File: src/common/hall_fb_pkg.sv
// Shared constants and types for the dual Hall position feedback link.
// Assumes a single 100 MHz clock on both ends and a synchronous active-low reset.
package hall_fb_pkg;

  // ----------------------------------------------------------------
  // Timing
  // ----------------------------------------------------------------
  localparam int CLK_HZ = 100_000_000;
  localparam int STATE_MIN_MS = 5;
  localparam int STATE_MIN_CYC = (CLK_HZ / 1000) * STATE_MIN_MS;
  localparam int FB_LEAD_MS = 50;
  localparam int FB_LEAD_CYC = (CLK_HZ / 1000) * FB_LEAD_MS;
  localparam int STOP_QUIET_MS = 10;
  localparam int STOP_QUIET_CYC = (CLK_HZ / 1000) * STOP_QUIET_MS;

  // ----------------------------------------------------------------
  // Resolution
  // ----------------------------------------------------------------
  localparam int SHIFTS_PER_TURN = 12;
  localparam int STEP_UM_PITCH3 = 250;
  localparam int STEP_UM_PITCH4 = 333;
  localparam int POS_W = 24;

  // ----------------------------------------------------------------
  // Phase codes, order while extending: 11 -> 10 -> 00 -> 01 -> 11
  // ----------------------------------------------------------------
  localparam logic [1:0] PH_11 = 2'h3;
  localparam logic [1:0] PH_10 = 2'h2;
  localparam logic [1:0] PH_00 = 2'h0;
  localparam logic [1:0] PH_01 = 2'h1;
  localparam logic [1:0] PH_RESET = PH_11;

  typedef enum logic [1:0] {
    DIR_STOP = 2'b00,
    DIR_OUT = 2'b01,
    DIR_IN = 2'b10
  } dir_t;

  typedef enum logic [1:0] {
    CTL_IDLE = 2'b00,
    CTL_WARM = 2'b01,
    CTL_DRIVE = 2'b10,
    CTL_STOP = 2'b11
  } ctl_state_t;

endpackage

File: src/common/hall_fb_if.sv
// Link between the actuator feedback end and the control box end.
// Assumes both ends share clk; hall pins are asynchronous to the box.
`timescale 1ns/100ps
interface hall_fb_if;
  logic hall_a;
  logic hall_b;
  logic fb_power;
  logic motor_pos;
  logic motor_neg;
  logic motor_short;
  logic overload;

  modport actuator (
    output hall_a,
    output hall_b,
    output overload,
    input fb_power,
    input motor_pos,
    input motor_neg,
    input motor_short
  );

  modport box (
    input hall_a,
    input hall_b,
    input overload,
    output fb_power,
    output motor_pos,
    output motor_neg,
    output motor_short
  );
endinterface

File: src/logic/hall_box.sv
// Control box side: supplies feedback, drives the motor, decodes Hall phases.
// Assumes hall and overload pins are asynchronous and are synchronised here.
//
// Behaviour
// - Each phase state lasts at least 5 ms
// - Each phase keeps 30 to 70 % high (not enforced; the high time follows the step_req spacing)
// - Extending: B rises while A low
// - Retracting: A rises while B low
// - Twelve phase changes per spindle turn
// - Step scales to 0.25 or 0.3333 mm (the 4 mm pitch uses 333 um)
// - Feedback powered 50 ms before drive, through stop
// - Idle motor terminals are shorted together
// - Overload at end position removes motor current
`timescale 1ns/100ps
module hall_box #(
  parameter int FB_LEAD = hall_fb_pkg::FB_LEAD_CYC,
  parameter int STOP_QUIET = hall_fb_pkg::STOP_QUIET_CYC
) (
  input wire logic clk,
  input wire logic reset_n,
  hall_fb_if.box link,
  input wire logic cmd_out,
  input wire logic cmd_in,
  input wire logic pitch4,
  output logic signed [hall_fb_pkg::POS_W-1:0] pos_steps_reg,
  output logic signed [hall_fb_pkg::POS_W+8:0] pos_um_reg,
  output logic illegal_reg,
  output logic overload_reg,
  output logic driving
);
  import hall_fb_pkg::*;

  ctl_state_t state_reg;
  dir_t dir_reg;
  logic [31:0] timer_reg;
  logic [2:0] sync1_reg;
  logic [2:0] sync2_reg;
  logic [1:0] last_reg;
  logic [1:0] now_ph;
  logic step_up;
  logic step_dn;
  logic step_bad;
  logic want_move;
  logic [2:0] pwr_reg;
  logic decode_en;

  // ----------------------------------------------------------------
  // Pin synchronisers
  // ----------------------------------------------------------------
  // Overload rides the same two flops as the phases, so both lag equally
  always_ff @(posedge clk) begin
    if (!reset_n) begin
      sync1_reg <= '0;
      sync2_reg <= '0;
    end else begin
      sync1_reg <= {link.overload, link.hall_a, link.hall_b};
      sync2_reg <= sync1_reg;
    end
  end

  assign now_ph = sync2_reg[1:0];

  // ----------------------------------------------------------------
  // Power settle
  // ----------------------------------------------------------------
  // Hall pins read low while unpowered, so a supply edge looks like a step or a jump
  // of both phases; decoding waits until the synchronisers hold powered levels
  always_ff @(posedge clk) begin
    if (!reset_n) begin
      pwr_reg <= '0;
    end else begin
      pwr_reg <= {pwr_reg[1:0], link.fb_power};
    end
  end

  assign decode_en = link.fb_power && (&pwr_reg);

  // ----------------------------------------------------------------
  // Phase decode
  // ----------------------------------------------------------------
  function automatic logic [1:0] succ(input logic [1:0] p);
    case (p)
      PH_11: succ = PH_10;
      PH_10: succ = PH_00;
      PH_00: succ = PH_01;
      default: succ = PH_11;
    endcase
  endfunction

  assign step_up = (now_ph != last_reg) && (now_ph == succ(last_reg));
  assign step_dn = (now_ph != last_reg) && (last_reg == succ(now_ph));
  assign step_bad = (now_ph == ~last_reg);

  // 4 mm pitch rounds a third of a millimetre down to 333 um, so long runs drift slightly
  function automatic logic signed [POS_W+8:0] step_size(input logic p4);
    if (p4) begin
      step_size = (POS_W+9)'(STEP_UM_PITCH4);
    end else begin
      step_size = (POS_W+9)'(STEP_UM_PITCH3);
    end
  endfunction

  always_ff @(posedge clk) begin
    if (!reset_n) begin
      last_reg <= PH_RESET;
      pos_steps_reg <= '0;
      pos_um_reg <= '0;
    end else if (!decode_en) begin
      last_reg <= now_ph;
    end else begin
      last_reg <= now_ph;
      if (step_up) begin
        pos_steps_reg <= pos_steps_reg + POS_W'(1);
        pos_um_reg <= pos_um_reg + step_size(pitch4);
      end else if (step_dn) begin
        pos_steps_reg <= pos_steps_reg - POS_W'(1);
        pos_um_reg <= pos_um_reg - step_size(pitch4);
      end
    end
  end

  // Error stays until reset; a new illegal event keeps it set
  always_ff @(posedge clk) begin
    if (!reset_n) begin
      illegal_reg <= 1'b0;
    end else if (decode_en && step_bad) begin
      illegal_reg <= 1'b1;
    end
  end

  // ----------------------------------------------------------------
  // Drive sequencing
  // ----------------------------------------------------------------
  // Both commands at once are treated as stop, never as a choice
  assign want_move = (cmd_out ^ cmd_in) && !overload_reg;

  // Latched overload keeps the motor off until both commands are released
  always_ff @(posedge clk) begin
    if (!reset_n) begin
      overload_reg <= 1'b0;
    end else if (state_reg == CTL_DRIVE && sync2_reg[2]) begin
      overload_reg <= 1'b1;
    end else if (!cmd_out && !cmd_in) begin
      overload_reg <= 1'b0;
    end
  end

  always_ff @(posedge clk) begin
    if (!reset_n) begin
      state_reg <= CTL_IDLE;
      dir_reg <= DIR_STOP;
      timer_reg <= '0;
    end else begin
      case (state_reg)
        CTL_IDLE: begin
          timer_reg <= '0;
          dir_reg <= DIR_STOP;
          if (want_move) begin
            state_reg <= CTL_WARM;
          end
        end
        CTL_WARM: begin
          // Direction is taken only on leaving here; a reversal passes through stop
          if (!want_move) begin
            state_reg <= CTL_STOP;
            timer_reg <= '0;
          end else if (timer_reg >= 32'(FB_LEAD - 1)) begin
            state_reg <= CTL_DRIVE;
            dir_reg <= cmd_out ? DIR_OUT : DIR_IN;
          end else begin
            timer_reg <= timer_reg + 32'h1;
          end
        end
        CTL_DRIVE: begin
          timer_reg <= '0;
          if (!want_move || sync2_reg[2] || (cmd_out != (dir_reg == DIR_OUT))) begin
            state_reg <= CTL_STOP;
            dir_reg <= DIR_STOP;
          end
        end
        CTL_STOP: begin
          // Supply held until phases stay still for the quiet time
          if (step_up || step_dn) begin
            timer_reg <= '0;
          end else if (timer_reg >= 32'(STOP_QUIET - 1)) begin
            state_reg <= CTL_IDLE;
          end else begin
            timer_reg <= timer_reg + 32'h1;
          end
        end
        default: begin
          state_reg <= CTL_IDLE;
        end
      endcase
    end
  end

  assign driving = (state_reg == CTL_DRIVE);
  assign link.fb_power = (state_reg != CTL_IDLE);
  assign link.motor_pos = driving && (dir_reg == DIR_OUT) && !sync2_reg[2];
  assign link.motor_neg = driving && (dir_reg == DIR_IN) && !sync2_reg[2];
  // Short is the default, so a dropped command still leaves the actuator locked
  assign link.motor_short = !(link.motor_pos || link.motor_neg);

endmodule // hall_box

File: src/flat_wrapper.sv
// flat-port wrapper written by rule: the top's interface ports become plain ports
module hall_box_flat import hall_fb_pkg::*;
#(
  parameter int FB_LEAD = hall_fb_pkg::FB_LEAD_CYC,
  parameter int STOP_QUIET = hall_fb_pkg::STOP_QUIET_CYC
)
  (clk, reset_n, cmd_out, cmd_in, pitch4, pos_steps_reg, pos_um_reg, illegal_reg, overload_reg, driving, link_hall_a, link_hall_b, link_overload, link_fb_power, link_motor_pos, link_motor_neg, link_motor_short);
  hall_fb_if link_i ();
  input wire logic clk;
  input wire logic reset_n;
  input wire logic cmd_out;
  input wire logic cmd_in;
  input wire logic pitch4;
  output logic signed [hall_fb_pkg::POS_W-1:0] pos_steps_reg;
  output logic signed [hall_fb_pkg::POS_W+8:0] pos_um_reg;
  output logic illegal_reg;
  output logic overload_reg;
  output logic driving;
  input wire logic [$bits(link_i.hall_a)-1:0] link_hall_a;
  input wire logic [$bits(link_i.hall_b)-1:0] link_hall_b;
  input wire logic [$bits(link_i.overload)-1:0] link_overload;
  output wire logic [$bits(link_i.fb_power)-1:0] link_fb_power;
  output wire logic [$bits(link_i.motor_pos)-1:0] link_motor_pos;
  output wire logic [$bits(link_i.motor_neg)-1:0] link_motor_neg;
  output wire logic [$bits(link_i.motor_short)-1:0] link_motor_short;
  assign link_i.hall_a = link_hall_a;
  assign link_i.hall_b = link_hall_b;
  assign link_i.overload = link_overload;
  assign link_fb_power = link_i.fb_power;
  assign link_motor_pos = link_i.motor_pos;
  assign link_motor_neg = link_i.motor_neg;
  assign link_motor_short = link_i.motor_short;
  hall_box #(.FB_LEAD(FB_LEAD), .STOP_QUIET(STOP_QUIET)) u_core (.clk(clk), .reset_n(reset_n), .link(link_i), .cmd_out(cmd_out), .cmd_in(cmd_in), .pitch4(pitch4), .pos_steps_reg(pos_steps_reg), .pos_um_reg(pos_um_reg), .illegal_reg(illegal_reg), .overload_reg(overload_reg), .driving(driving));
endmodule
File: config.mk
export PLATFORM = sky130hd
export DESIGN_NAME = hall_box_flat
export DESIGN_NICKNAME = d
export VERILOG_FILES = /design/src/common/hall_fb_pkg.sv /design/src/common/hall_fb_if.sv /design/src/logic/hall_box.sv /design/src/flat_wrapper.sv
export SDC_FILE = /design/constraint.sdc
export NUM_CORES = 1
export LEC_CHECK = 0
export BUFFER_PORTS_ARGS = -buffer_cell sky130_fd_sc_hd__buf_2
export CAP_MARGIN = 20
export CORE_ASPECT_RATIO = 0.9
export CORE_UTILIZATION = 38
export DETAILED_ROUTE_END_ITERATION = 12
export PLACE_DENSITY_LB_ADDON = 0.08
export SYNTH_ARGS = -nofsm -noshare
export SYNTH_HDL_FRONTEND = slang
export SYNTH_SLANG_ARGS = --single-unit
File: constraint.sdc
create_clock -name clk -period 5.2 [get_ports clk]
set_input_delay 0.78 -clock clk [delete_from_list [all_inputs] [get_ports clk]]
set_output_delay 0.78 -clock clk [all_outputs]
set_load 0.01 [all_outputs]
==> flow_metrics.env, run 1 <==
export IMPL_status="finished, final reports clean"
export IMPL_drive_gt1_share_pct=11.58
export IMPL_drv_slew=0
export IMPL_cts_repair_resize_count=0
export IMPL_dr_pass1_iters=4
export IMPL_drc=0
export IMPL_fill_cells=1900
export IMPL_dp_cells=1196
export IMPL_wl_met1_um=9431
export IMPL_finalNonFillerCells=1212
export IMPL_holdWs_ps=440.7
export IMPL_syn2layout_area_growth_pct=12.56
export IMPL_post_cts_repair_setup_buffers=0
export IMPL_drv_cap=0
export IMPL_max_slew_worst_pin_slew_ps=951.2
export IMPL_fp_dieW_um=147.5
export IMPL_coreArea_um2=18520
export IMPL_routed_wl_um=17770
export IMPL_power_density_nw_per_um2=246.5
export IMPL_antenna_found_initial=0
export IMPL_io_buffers=71
export IMPL_finalNetCount=1036
export IMPL_first_global_vias=5773
export IMPL_syn_avg_cell_area_um2=7.977
export IMPL_grt_pass1_wl_um=30090
export IMPL_grt_max_degree=48
export IMPL_syn_area_um2=7243
export IMPL_clk_pin_slew_worst_paths_ps=80
export IMPL_cts_tree="yes"
export IMPL_multi_input_area_um2=4917
export IMPL_relSlewSlack_pct=36.35
export IMPL_wl_per_cell_um=14.66
export IMPL_ctsHoldBuffers=0
export IMPL_arrival_ps=4420
export IMPL_dieArea_um2=19620
export IMPL_crit_type="flop to flop"
export IMPL_fmax_mhz=239.6
export IMPL_yosysUniqueCellTypes=59
export IMPL_dp_hpwl_um=12760
export IMPL_synth_area_leaders="dfxtp_1 (29%), ha_1 (11%), nand2_1 (6.2%)"
export IMPL_critical_path_max_fanout=6
export IMPL_clockBufferDepth=2
export IMPL_ys_ff_latch=106
export IMPL_start_util_pct=39.10
export IMPL_viasPerCell=5.281
export IMPL_crit_path_end_kind="flop"
export IMPL_worstSetupStartpointType="flop"
export IMPL_grt_usage_pct=18.82
export IMPL_pre_cts_ws_ps=955.3
export IMPL_tns_ps=0
export IMPL_fp_row_count=47
export IMPL_ant_nets=0
export IMPL_place_congestion=0.8209
export IMPL_synth_nets=982
export IMPL_post_route_period_util_pct=80.26
export IMPL_finalSetupViolations=0
export IMPL_post_route_util_pct=44.01
export IMPL_period_minus_slack_ps=4174
export IMPL_hold_path_class="flop to flop"
export IMPL_finalWorstSetupSlack_ps=1026
export IMPL_wl_met3_um=723
export IMPL_yosys_area_top_type="dfxtp_1"
export IMPL_cts_htree_levels=3
export IMPL_highest_layer="met4"
export IMPL_wl_met2_um=7489
export IMPL_finalClockSkew_ps=11.21
export IMPL_grt_overflow=0
export IMPL_yosysSeqAreaShare_pct=29.30
export IMPL_dr_first_iter_drc_count=254
export IMPL_cts_root_buf="clkbuf_16"
export IMPL_rsz0062_at_grt="no"
export IMPL_peakVddDrop_v=0.0001347
export IMPL_leakage_nw=3.640
export IMPL_syn_inst=908
export IMPL_largest_reg_flops=33
export IMPL_numCtsBuffers=9
export IMPL_antenna_cells=0
export IMPL_ys_warn_count=0
export IMPL_required_ps=5440
export IMPL_ff_latch_area_um2=2122
export IMPL_io_pins=72
export IMPL_fp_dieH_um=133.0
export IMPL_clk_latency_ps=360
export IMPL_synth_async_reset_ratio_pct=0
export IMPL_via_count=6400
export IMPL_numClockSinks=106
export IMPL_synth_top_area_share_pct=29.30
export IMPL_final_hold_violation_count=0
export IMPL_synth_edf_count=0
export IMPL_synth_flop_cell="dfxtp_1"
metrics by stage:
stage / power [mW] / cell area (um2)
global route: 2.140 / 8153
floorplan: 1.204 / 7243
CTS: 2.040 / 8153
finish: 2.010 / 8153
detailed placement: 1.312 / 7848
global placement: 1.314 / 7848
cell usage in the layout (no fill, tap or decap), types with 30 or more instances in the layout:
cell	count
o21ai_0	84
nor2_1	43
a21oi_1	56
buf_2	71
ha_1	64
and2_1	49
nand2_1	118
xnor2_1	31
dfxtp_1	106
a21o_1	30
power by group:
group	internal, mW	switching, mW	total (mW)
sequential	0.832	0.0211	0.853
clock	0.390	0.329	0.719
combinational	0.166	0.271	0.438
total	1.39	0.621	2.01
metal layers:
| metal | vias to the layer above | track usage, % |
|---|---|---|
| met5 | - | 0 |
| li1 | 3387 | - |
| met3 | 11 | 4.034 |
| met2 | 100 | 27.62 |
| met1 | 2902 | 27.98 |
| met4 | 0 | 3.666 |
logic make-up (layout without fill, tap and decap cells):
logic type | Yosys count | after routing | synth area share [%]
simple gates | 331 | 331 | 22.97
buf+inv | 58 | 117 | 3.040
flops | 106 | 106 | 29.30
fa+ha+maj | 66 | 66 | 11.61
mux | 5 | 5 | 0.6910
compound gates | 290 | 290 | 26.10
xor+xnor | 52 | 52 | 6.288
worst paths after layout:
kind	slack, ps	cells past startpoint	from	to
min	440	1	u_core.sync1_reg[2]	u_core.sync2_reg[2]
max	1030	16	u_core.sync2_reg[0]	u_core.pos_um_reg[31]
min reg2reg	440	1	u_core.sync1_reg[2]	u_core.sync2_reg[2]
max reg2reg	1030	16	u_core.sync2_reg[0]	u_core.pos_um_reg[31]
cell type report:
class | count | area share (%)
Multi-Input combinational cell | 744 | 60.31
Sequential cell | 106 | 26.03
Timing Repair Buffer | 80 | 5.187
Tap cell | 245 | 3.760
Clock buffer | 11 | 2.977
Inverter | 21 | 0.9669
Clock inverter | 5 | 0.7673
synthesized netlist by cell type (all sizes together) (5+ instances only):
master	instances
nor3	12
a21boi	26
xnor2	31
a21o	30
clkbuf	34
nand2	119
nor2	44
a211oi	11
or3	11
and4	5
nand2b	11
o31ai	6
a31oi	12
nor4	5
o211a	6
nand3b	5
and3	7
mux2i	5
xor2	21
o21a	10
nor2b	10
ha	64
nand3	27
a21oi	56
dfxtp	106
inv	21
o21bai	10
o221a	5
nand4	16
o21ai	86
and2	49
worst max-delay path, stage by stage, from the launching register on:
cell and delay, ps:
dfxtp_1 380, xor2_1 230, nand2_2 80, inv_1 60
buf_4 140, ha_1 200, inv_1 60, ha_1 290
a211oi_1 330, o21bai_1 120, a21oi_1 280, o21ai_0 300
o311ai_1 630, o21ai_0 340, a311oi_1 380, xor2_1 160
o21ai_0 80
Power figures use the tool's default switching activity.
==> run 2, diff against run 1 <==
- clock period: 5.2 -> 4.15 ns (I/O delays scaled with it)
==> run 2 against run 1 <==
Non-clock buffer count is 6 higher; wire length is 1.1% higher; clock skew is 1.3 ps higher; clock power is 30% higher; worst setup slack worse by 540 ps; cell count is 0.50% higher; critical path type unchanged; critical endpoint unchanged; flip-flop and latch count stayed put; count of clock-buffer cells in the layout is 2 lower; first-iteration DRC count is 50% higher.
==> flow_metrics.env, run 2 (same netlist as run 1, synthesis figures left out) <==
export IMPL_ant_nets=0
export IMPL_start_util_pct=39.10
export IMPL_power_mw=2.573
export IMPL_critical_path_max_fanout=3
export IMPL_fp_row_count=47
export IMPL_leakage_nw=3.694
export IMPL_finalNetCount=1042
export IMPL_min_to="u_core.sync2_reg[2]"
export IMPL_hp_start="u_core.sync1_reg[2]"
export IMPL_relSlewSlack_pct=43.78
export IMPL_cts_tree="yes"
export IMPL_place_area_um2=7918
export IMPL_drv_cap=0
export IMPL_syn2layout_area_growth_pct=13.77
export IMPL_final_hold_violation_count=0
export IMPL_swShare_pct=31.94
export IMPL_clockBufferDepth=2
export IMPL_power_density_nw_per_um2=312.2
export IMPL_via_count=6459
export IMPL_clk_latency_ps=370
export IMPL_post_route_period_util_pct=88.36
export IMPL_viasPerCell=5.303
export IMPL_worstSetupStartpointType="flop"
export IMPL_period_minus_slack_ps=3667
export IMPL_grt_max_degree=78
export IMPL_reg2reg_slack_ps=480
export IMPL_post_route_util_pct=44.49
export IMPL_cts_repair_resize_count=0
export IMPL_drc=0
export IMPL_cts_htree_levels=3
export IMPL_finalSetupViolations=0
export IMPL_io_pins=72
export IMPL_fmax_mhz=272.7
export IMPL_numCtsBuffers=9
export IMPL_dp_hpwl_um=12800
export IMPL_cts_root_buf="clkbuf_16"
export IMPL_numClockSinks=106
export IMPL_crit_chain="xor2_1 -> nand2_2 -> inv_1 -> ha_1 -> inv_1 -> ha_1 -> a211oi_1 -> o21bai_1 -> a21oi_1 -> o21ai_0 -> o311ai_1 -> o21ai_0 -> a311oi_1 -> xor2_1 -> o21ai_0"
export IMPL_first_global_vias=5842
export IMPL_fp_dieW_um=147.5
export IMPL_finalClockSkew_ps=12.56
export IMPL_ctsHoldBuffers=0
export IMPL_drive_gt1_share_pct=12.23
export IMPL_largest_reg_flops=33
export IMPL_path_common_cell="o21ai_0"
export IMPL_place_congestion=0.7924
export IMPL_crit_path_end_kind="flop"
export IMPL_seq_power_share_pct=41.5
export IMPL_grt_pass1_wl_um=30340
export IMPL_arrival_ps=3920
export IMPL_wl_per_cell_um=14.75
export IMPL_finalInstanceArea_um2=8240
export IMPL_antenna_cells=0
export IMPL_post_cts_repair_setup_buffers=0
export IMPL_pre_cts_ws_ps=449.6
export IMPL_crit_type="flop to flop"
export IMPL_layout_common_cells="nand2_1 (118), dfxtp_1 (106), o21ai_0 (84)"
export IMPL_fp_dieH_um=133.0
export IMPL_tns_ps=0
export IMPL_antenna_found_initial=0
export IMPL_required_ps=4400
export IMPL_finalWorstSetupSlack_ps=483.2
export IMPL_p_int_mw=1.751
export IMPL_dp_cells=1202
export IMPL_routed_wl_um=17960
export IMPL_dr_first_iter_drc_count=380
export IMPL_finalNonFillerCells=1218
export IMPL_max_slew_worst_pin_slew_ps=837.6
export IMPL_grt_usage_pct=19.00
export IMPL_rsz0062_at_grt="no"
export IMPL_grt_overflow=0
export IMPL_reg2reg_from="u_core.sync2_reg[0]"
export IMPL_layout_commonest_cell="nand2_1"
export IMPL_dieArea_um2=19620
export IMPL_power_frac_comb_pct=22.1
export IMPL_holdWs_ps=444.0
export IMPL_drv_slew=0
export IMPL_reg2reg_to="u_core.pos_um_reg[31]"
export IMPL_coreArea_um2=18520
export IMPL_p_sw_mw=0.8216
export IMPL_power_share_clock_pct=36.5
export IMPL_rr_worst_depth=15
export IMPL_dr_pass1_iters=5
export IMPL_peakVddDrop_v=0.0001969
export IMPL_status="finished, final reports clean"
export IMPL_clk_pin_slew_worst_paths_ps=80
export IMPL_hold_path_class="flop to flop"
export IMPL_hold_depth=1
export IMPL_max_stage_delay_ps=410
export IMPL_io_buffers=71
export IMPL_slowest_stage="o311ai_1"
[run 2: how the worst max path moves through the flow]
stage | from | end | slack (ps) | cells past startpoint
floorplan | u_core.sync2_reg[0] | u_core.pos_um_reg[31] | 80 | 15
global placement | pitch4 | u_core.pos_um_reg[31] | 520 | 13
detailed placement | pitch4 | u_core.pos_um_reg[31] | 450 | 13
CTS | u_core.sync2_reg[0] | u_core.pos_um_reg[31] | 450 | 15
global route | u_core.sync2_reg[0] | u_core.pos_um_reg[31] | 4 | 15
finish | u_core.sync2_reg[0] | u_core.pos_um_reg[31] | 480 | 15
[run 2: power by group through the flow]
stage	Clock, mW	Sequential [mW]	Combinational [mW]
final	0.938	1.07	0.568
after global routing	1.01	1.07	0.643
after CTS	0.980	1.07	0.571
after detailed placement	0	1.09	0.568
after global placement	0	1.09	0.573
after floorplan	0	1.09	0.423
[run 2: routing by layer]
layer | GRT usage [%] | routed length [um] | vias up
li1 | - | - | 3423
met1 | 28.54 | 9790 | 2917
met2 | 27.70 | 7361 | 109
met3 | 3.517 | 617 | 10
met4 | 4.238 | 193 | 0
met5 | 0 | 0 | -
[run 2: critical path: cells and delay by family, from the launching register on]
| kind | cells | cell delay, ps |
|---|---|---|
| AO/OA/AOI/OAI | 8 | 2010 |
| adder cells (fa/ha/maj) | 2 | 480 |
| XOR/XNOR | 2 | 400 |
| flip-flops | 1 | 380 |
| buffers and inverters | 2 | 160 |
| AND/OR/NAND/NOR | 1 | 110 |
[run 2: cell type report]
| class | count | area [um2] |
|---|---|---|
| clock inverter | 7 | 97.59 |
| timing repair buffer | 86 | 493.0 |
| fill | 1894 | 10280 |
| clock buffer | 9 | 225.2 |
| inverter | 21 | 78.83 |
| multi-input combinational | 744 | 4917 |
| sequential | 106 | 2122 |
| tap | 245 | 306.5 |
==> run 3, diff against run 2 <==
- CORE_UTILIZATION: 38 -> 50
==> run 3 against run 2 <==
Non-clock buffer count decreased by 6; hold slack got worse by 11 ps; utilization up 13 points; sequential power barely moved; largest power group unchanged; highest routed layer unchanged.
==> flow_metrics.env, run 3 (same netlist as run 1, synthesis figures left out) <==
export IMPL_status="finished, final reports clean"
export IMPL_reg2reg_slack_ps=400
export IMPL_clockBufferDepth=2
export IMPL_post_cts_repair_setup_buffers=0
export IMPL_crit_chain="xor2_1 -> nand2_2 -> inv_1 -> ha_1 -> inv_1 -> ha_1 -> a211oi_1 -> o21bai_1 -> a21oi_1 -> o21ai_0 -> buf_4 -> o311ai_1 -> buf_4 -> o21ai_0 -> a311oi_1 -> xor2_1 -> o21ai_0"
export IMPL_max_stage_delay_ps=380
export IMPL_grt_pass1_wl_um=28300
export IMPL_leakage_nw=3.652
export IMPL_critical_path_max_fanout=4
export IMPL_io_buffers=71
export IMPL_tns_ps=0
export IMPL_hold_depth=1
export IMPL_arrival_ps=3980
export IMPL_reg2reg_from="u_core.sync2_reg[0]"
export IMPL_finalNetCount=1036
export IMPL_routed_wl_um=16940
export IMPL_final_hold_violation_count=0
export IMPL_grt_max_degree=75
export IMPL_cts_tree="yes"
export IMPL_hold_path_class="flop to flop"
export IMPL_post_route_period_util_pct=90.25
export IMPL_drv_slew=0
export IMPL_wl_per_cell_um=14.61
export IMPL_dieArea_um2=14970
export IMPL_numClockSinks=106
export IMPL_drv_cap=0
export IMPL_fill_cells=1364
export IMPL_cts_repair_resize_count=0
export IMPL_rsz0062_at_grt="no"
export IMPL_power_mw=2.507
export IMPL_fp_dieH_um=116.2
export IMPL_path_common_cell="o21ai_0"
export IMPL_antenna_cells=0
export IMPL_clk_latency_ps=360
export IMPL_relSlewSlack_pct=44.43
export IMPL_fp_row_count=41
export IMPL_hp_start="u_core.sync1_reg[2]"
export IMPL_slowest_stage="dfxtp_1"
export IMPL_fp_dieW_um=128.9
export IMPL_start_util_pct=51.53
export IMPL_clk_pin_slew_worst_paths_ps=70
export IMPL_cts_root_buf="clkbuf_16"
export IMPL_coreArea_um2=14060
export IMPL_numCtsBuffers=9
export IMPL_layout_common_cells="nand2_1 (118), dfxtp_1 (106), o21ai_0 (84)"
export IMPL_dp_hpwl_um=12000
export IMPL_period_minus_slack_ps=3745
export IMPL_ant_nets=0
export IMPL_place_congestion=0.8907
export IMPL_viasPerCell=5.593
export IMPL_rr_worst_depth=17
export IMPL_syn2layout_area_growth_pct=12.02
export IMPL_dr_pass1_iters=5
export IMPL_finalClockSkew_ps=11.18
export IMPL_crit_type="flop to flop"
export IMPL_min_to="u_core.sync2_reg[2]"
export IMPL_first_global_vias=5681
export IMPL_peakVddDrop_v=0.0002477
export IMPL_drive_gt1_share_pct=11.58
export IMPL_power_density_nw_per_um2=308.9
export IMPL_post_route_util_pct=57.73
export IMPL_dr_first_iter_drc_count=510
export IMPL_max_slew_worst_pin_slew_ps=833.6
export IMPL_layout_commonest_cell="nand2_1"
export IMPL_required_ps=4380
export IMPL_worstSetupStartpointType="flop"
export IMPL_io_pins=72
export IMPL_ctsHoldBuffers=0
export IMPL_grt_usage_pct=23.48
export IMPL_drc=0
export IMPL_fmax_mhz=267.0
export IMPL_largest_reg_flops=33
export IMPL_via_count=6488
export IMPL_grt_overflow=0
export IMPL_cts_htree_levels=3
export IMPL_reg2reg_to="u_core.pos_um_reg[31]"
export IMPL_crit_path_end_kind="flop"
export IMPL_antenna_found_initial=0
export IMPL_finalSetupViolations=0
run 3: cell types whose count changed in the layout (fill, tap and decap cells not counted), sizes merged:
cell	delta
clkinv	-2
clkinvlp	+2
buf	-6
inv	-3
clkbuf	+3
run 3: where the power goes:
group          total (mW)  switching, mW  leakage [nW]  internal [mW]
logic               0.554          0.342          2.65          0.212
registers            1.07         0.0267         0.856           1.04
clock network       0.882          0.382         0.145          0.500
total                2.51          0.751          3.65           1.76
run 3: worst max-delay path: cells and delay by family, from the launching register on:
family	cells	cell delay (ps)
AND/OR/NAND/NOR	1	110
XOR/XNOR	2	390
flip-flops	1	380
adder cells (fa/ha/maj)	2	480
AO/OA/AOI/OAI	8	1760
buffers and inverters	4	510
run 3: how the worst max path moves through the flow:
stage | start | endpoint | slack (ps) | depth (start not counted)
finish | u_core.sync2_reg[0] | u_core.pos_um_reg[31] | 400 | 17
global route | u_core.sync2_reg[0] | u_core.pos_um_reg[31] | 90 | 17
CTS | u_core.sync2_reg[0] | u_core.pos_um_reg[31] | 390 | 17
detailed placement | pitch4 | u_core.pos_um_reg[31] | 420 | 15
global placement | pitch4 | u_core.pos_um_reg[31] | 510 | 15
floorplan | u_core.sync2_reg[0] | u_core.pos_um_reg[31] | 80 | 15
run 3: metal layers:
metal	track usage, %	wire, um	part of all wire [%]
met1	34.42	9164	54
met2	35.82	7022	41
met3	4.764	657	3.9
met4	3.843	97	0.57
met5	0	0	0
run 3: layout make-up:
class,count,area [um2],area share (%)
clock buffers,12,256.5,3.161
clock inverters,4,50.05,0.6168
inverters,21,78.83,0.9715
multi-input cells,744,4917,60.60
flip-flops and latches,106,2122,26.15
well taps,193,241.5,2.976
repair buffers,80,447.9,5.520
run 3: per-stage QoR:
stage,hold slack [ps],area [um2],setup WS [ps],instances
after floorplan,411.9,7246,76.41,908
after detailed placement,423.4,7807,418.1,1144
final,433.0,8114,404.6,1160
after CTS,437.1,8114,393.1,1160
after global routing,455.6,8114,86.72,1160
after global placement,414.6,7807,507.3,1144
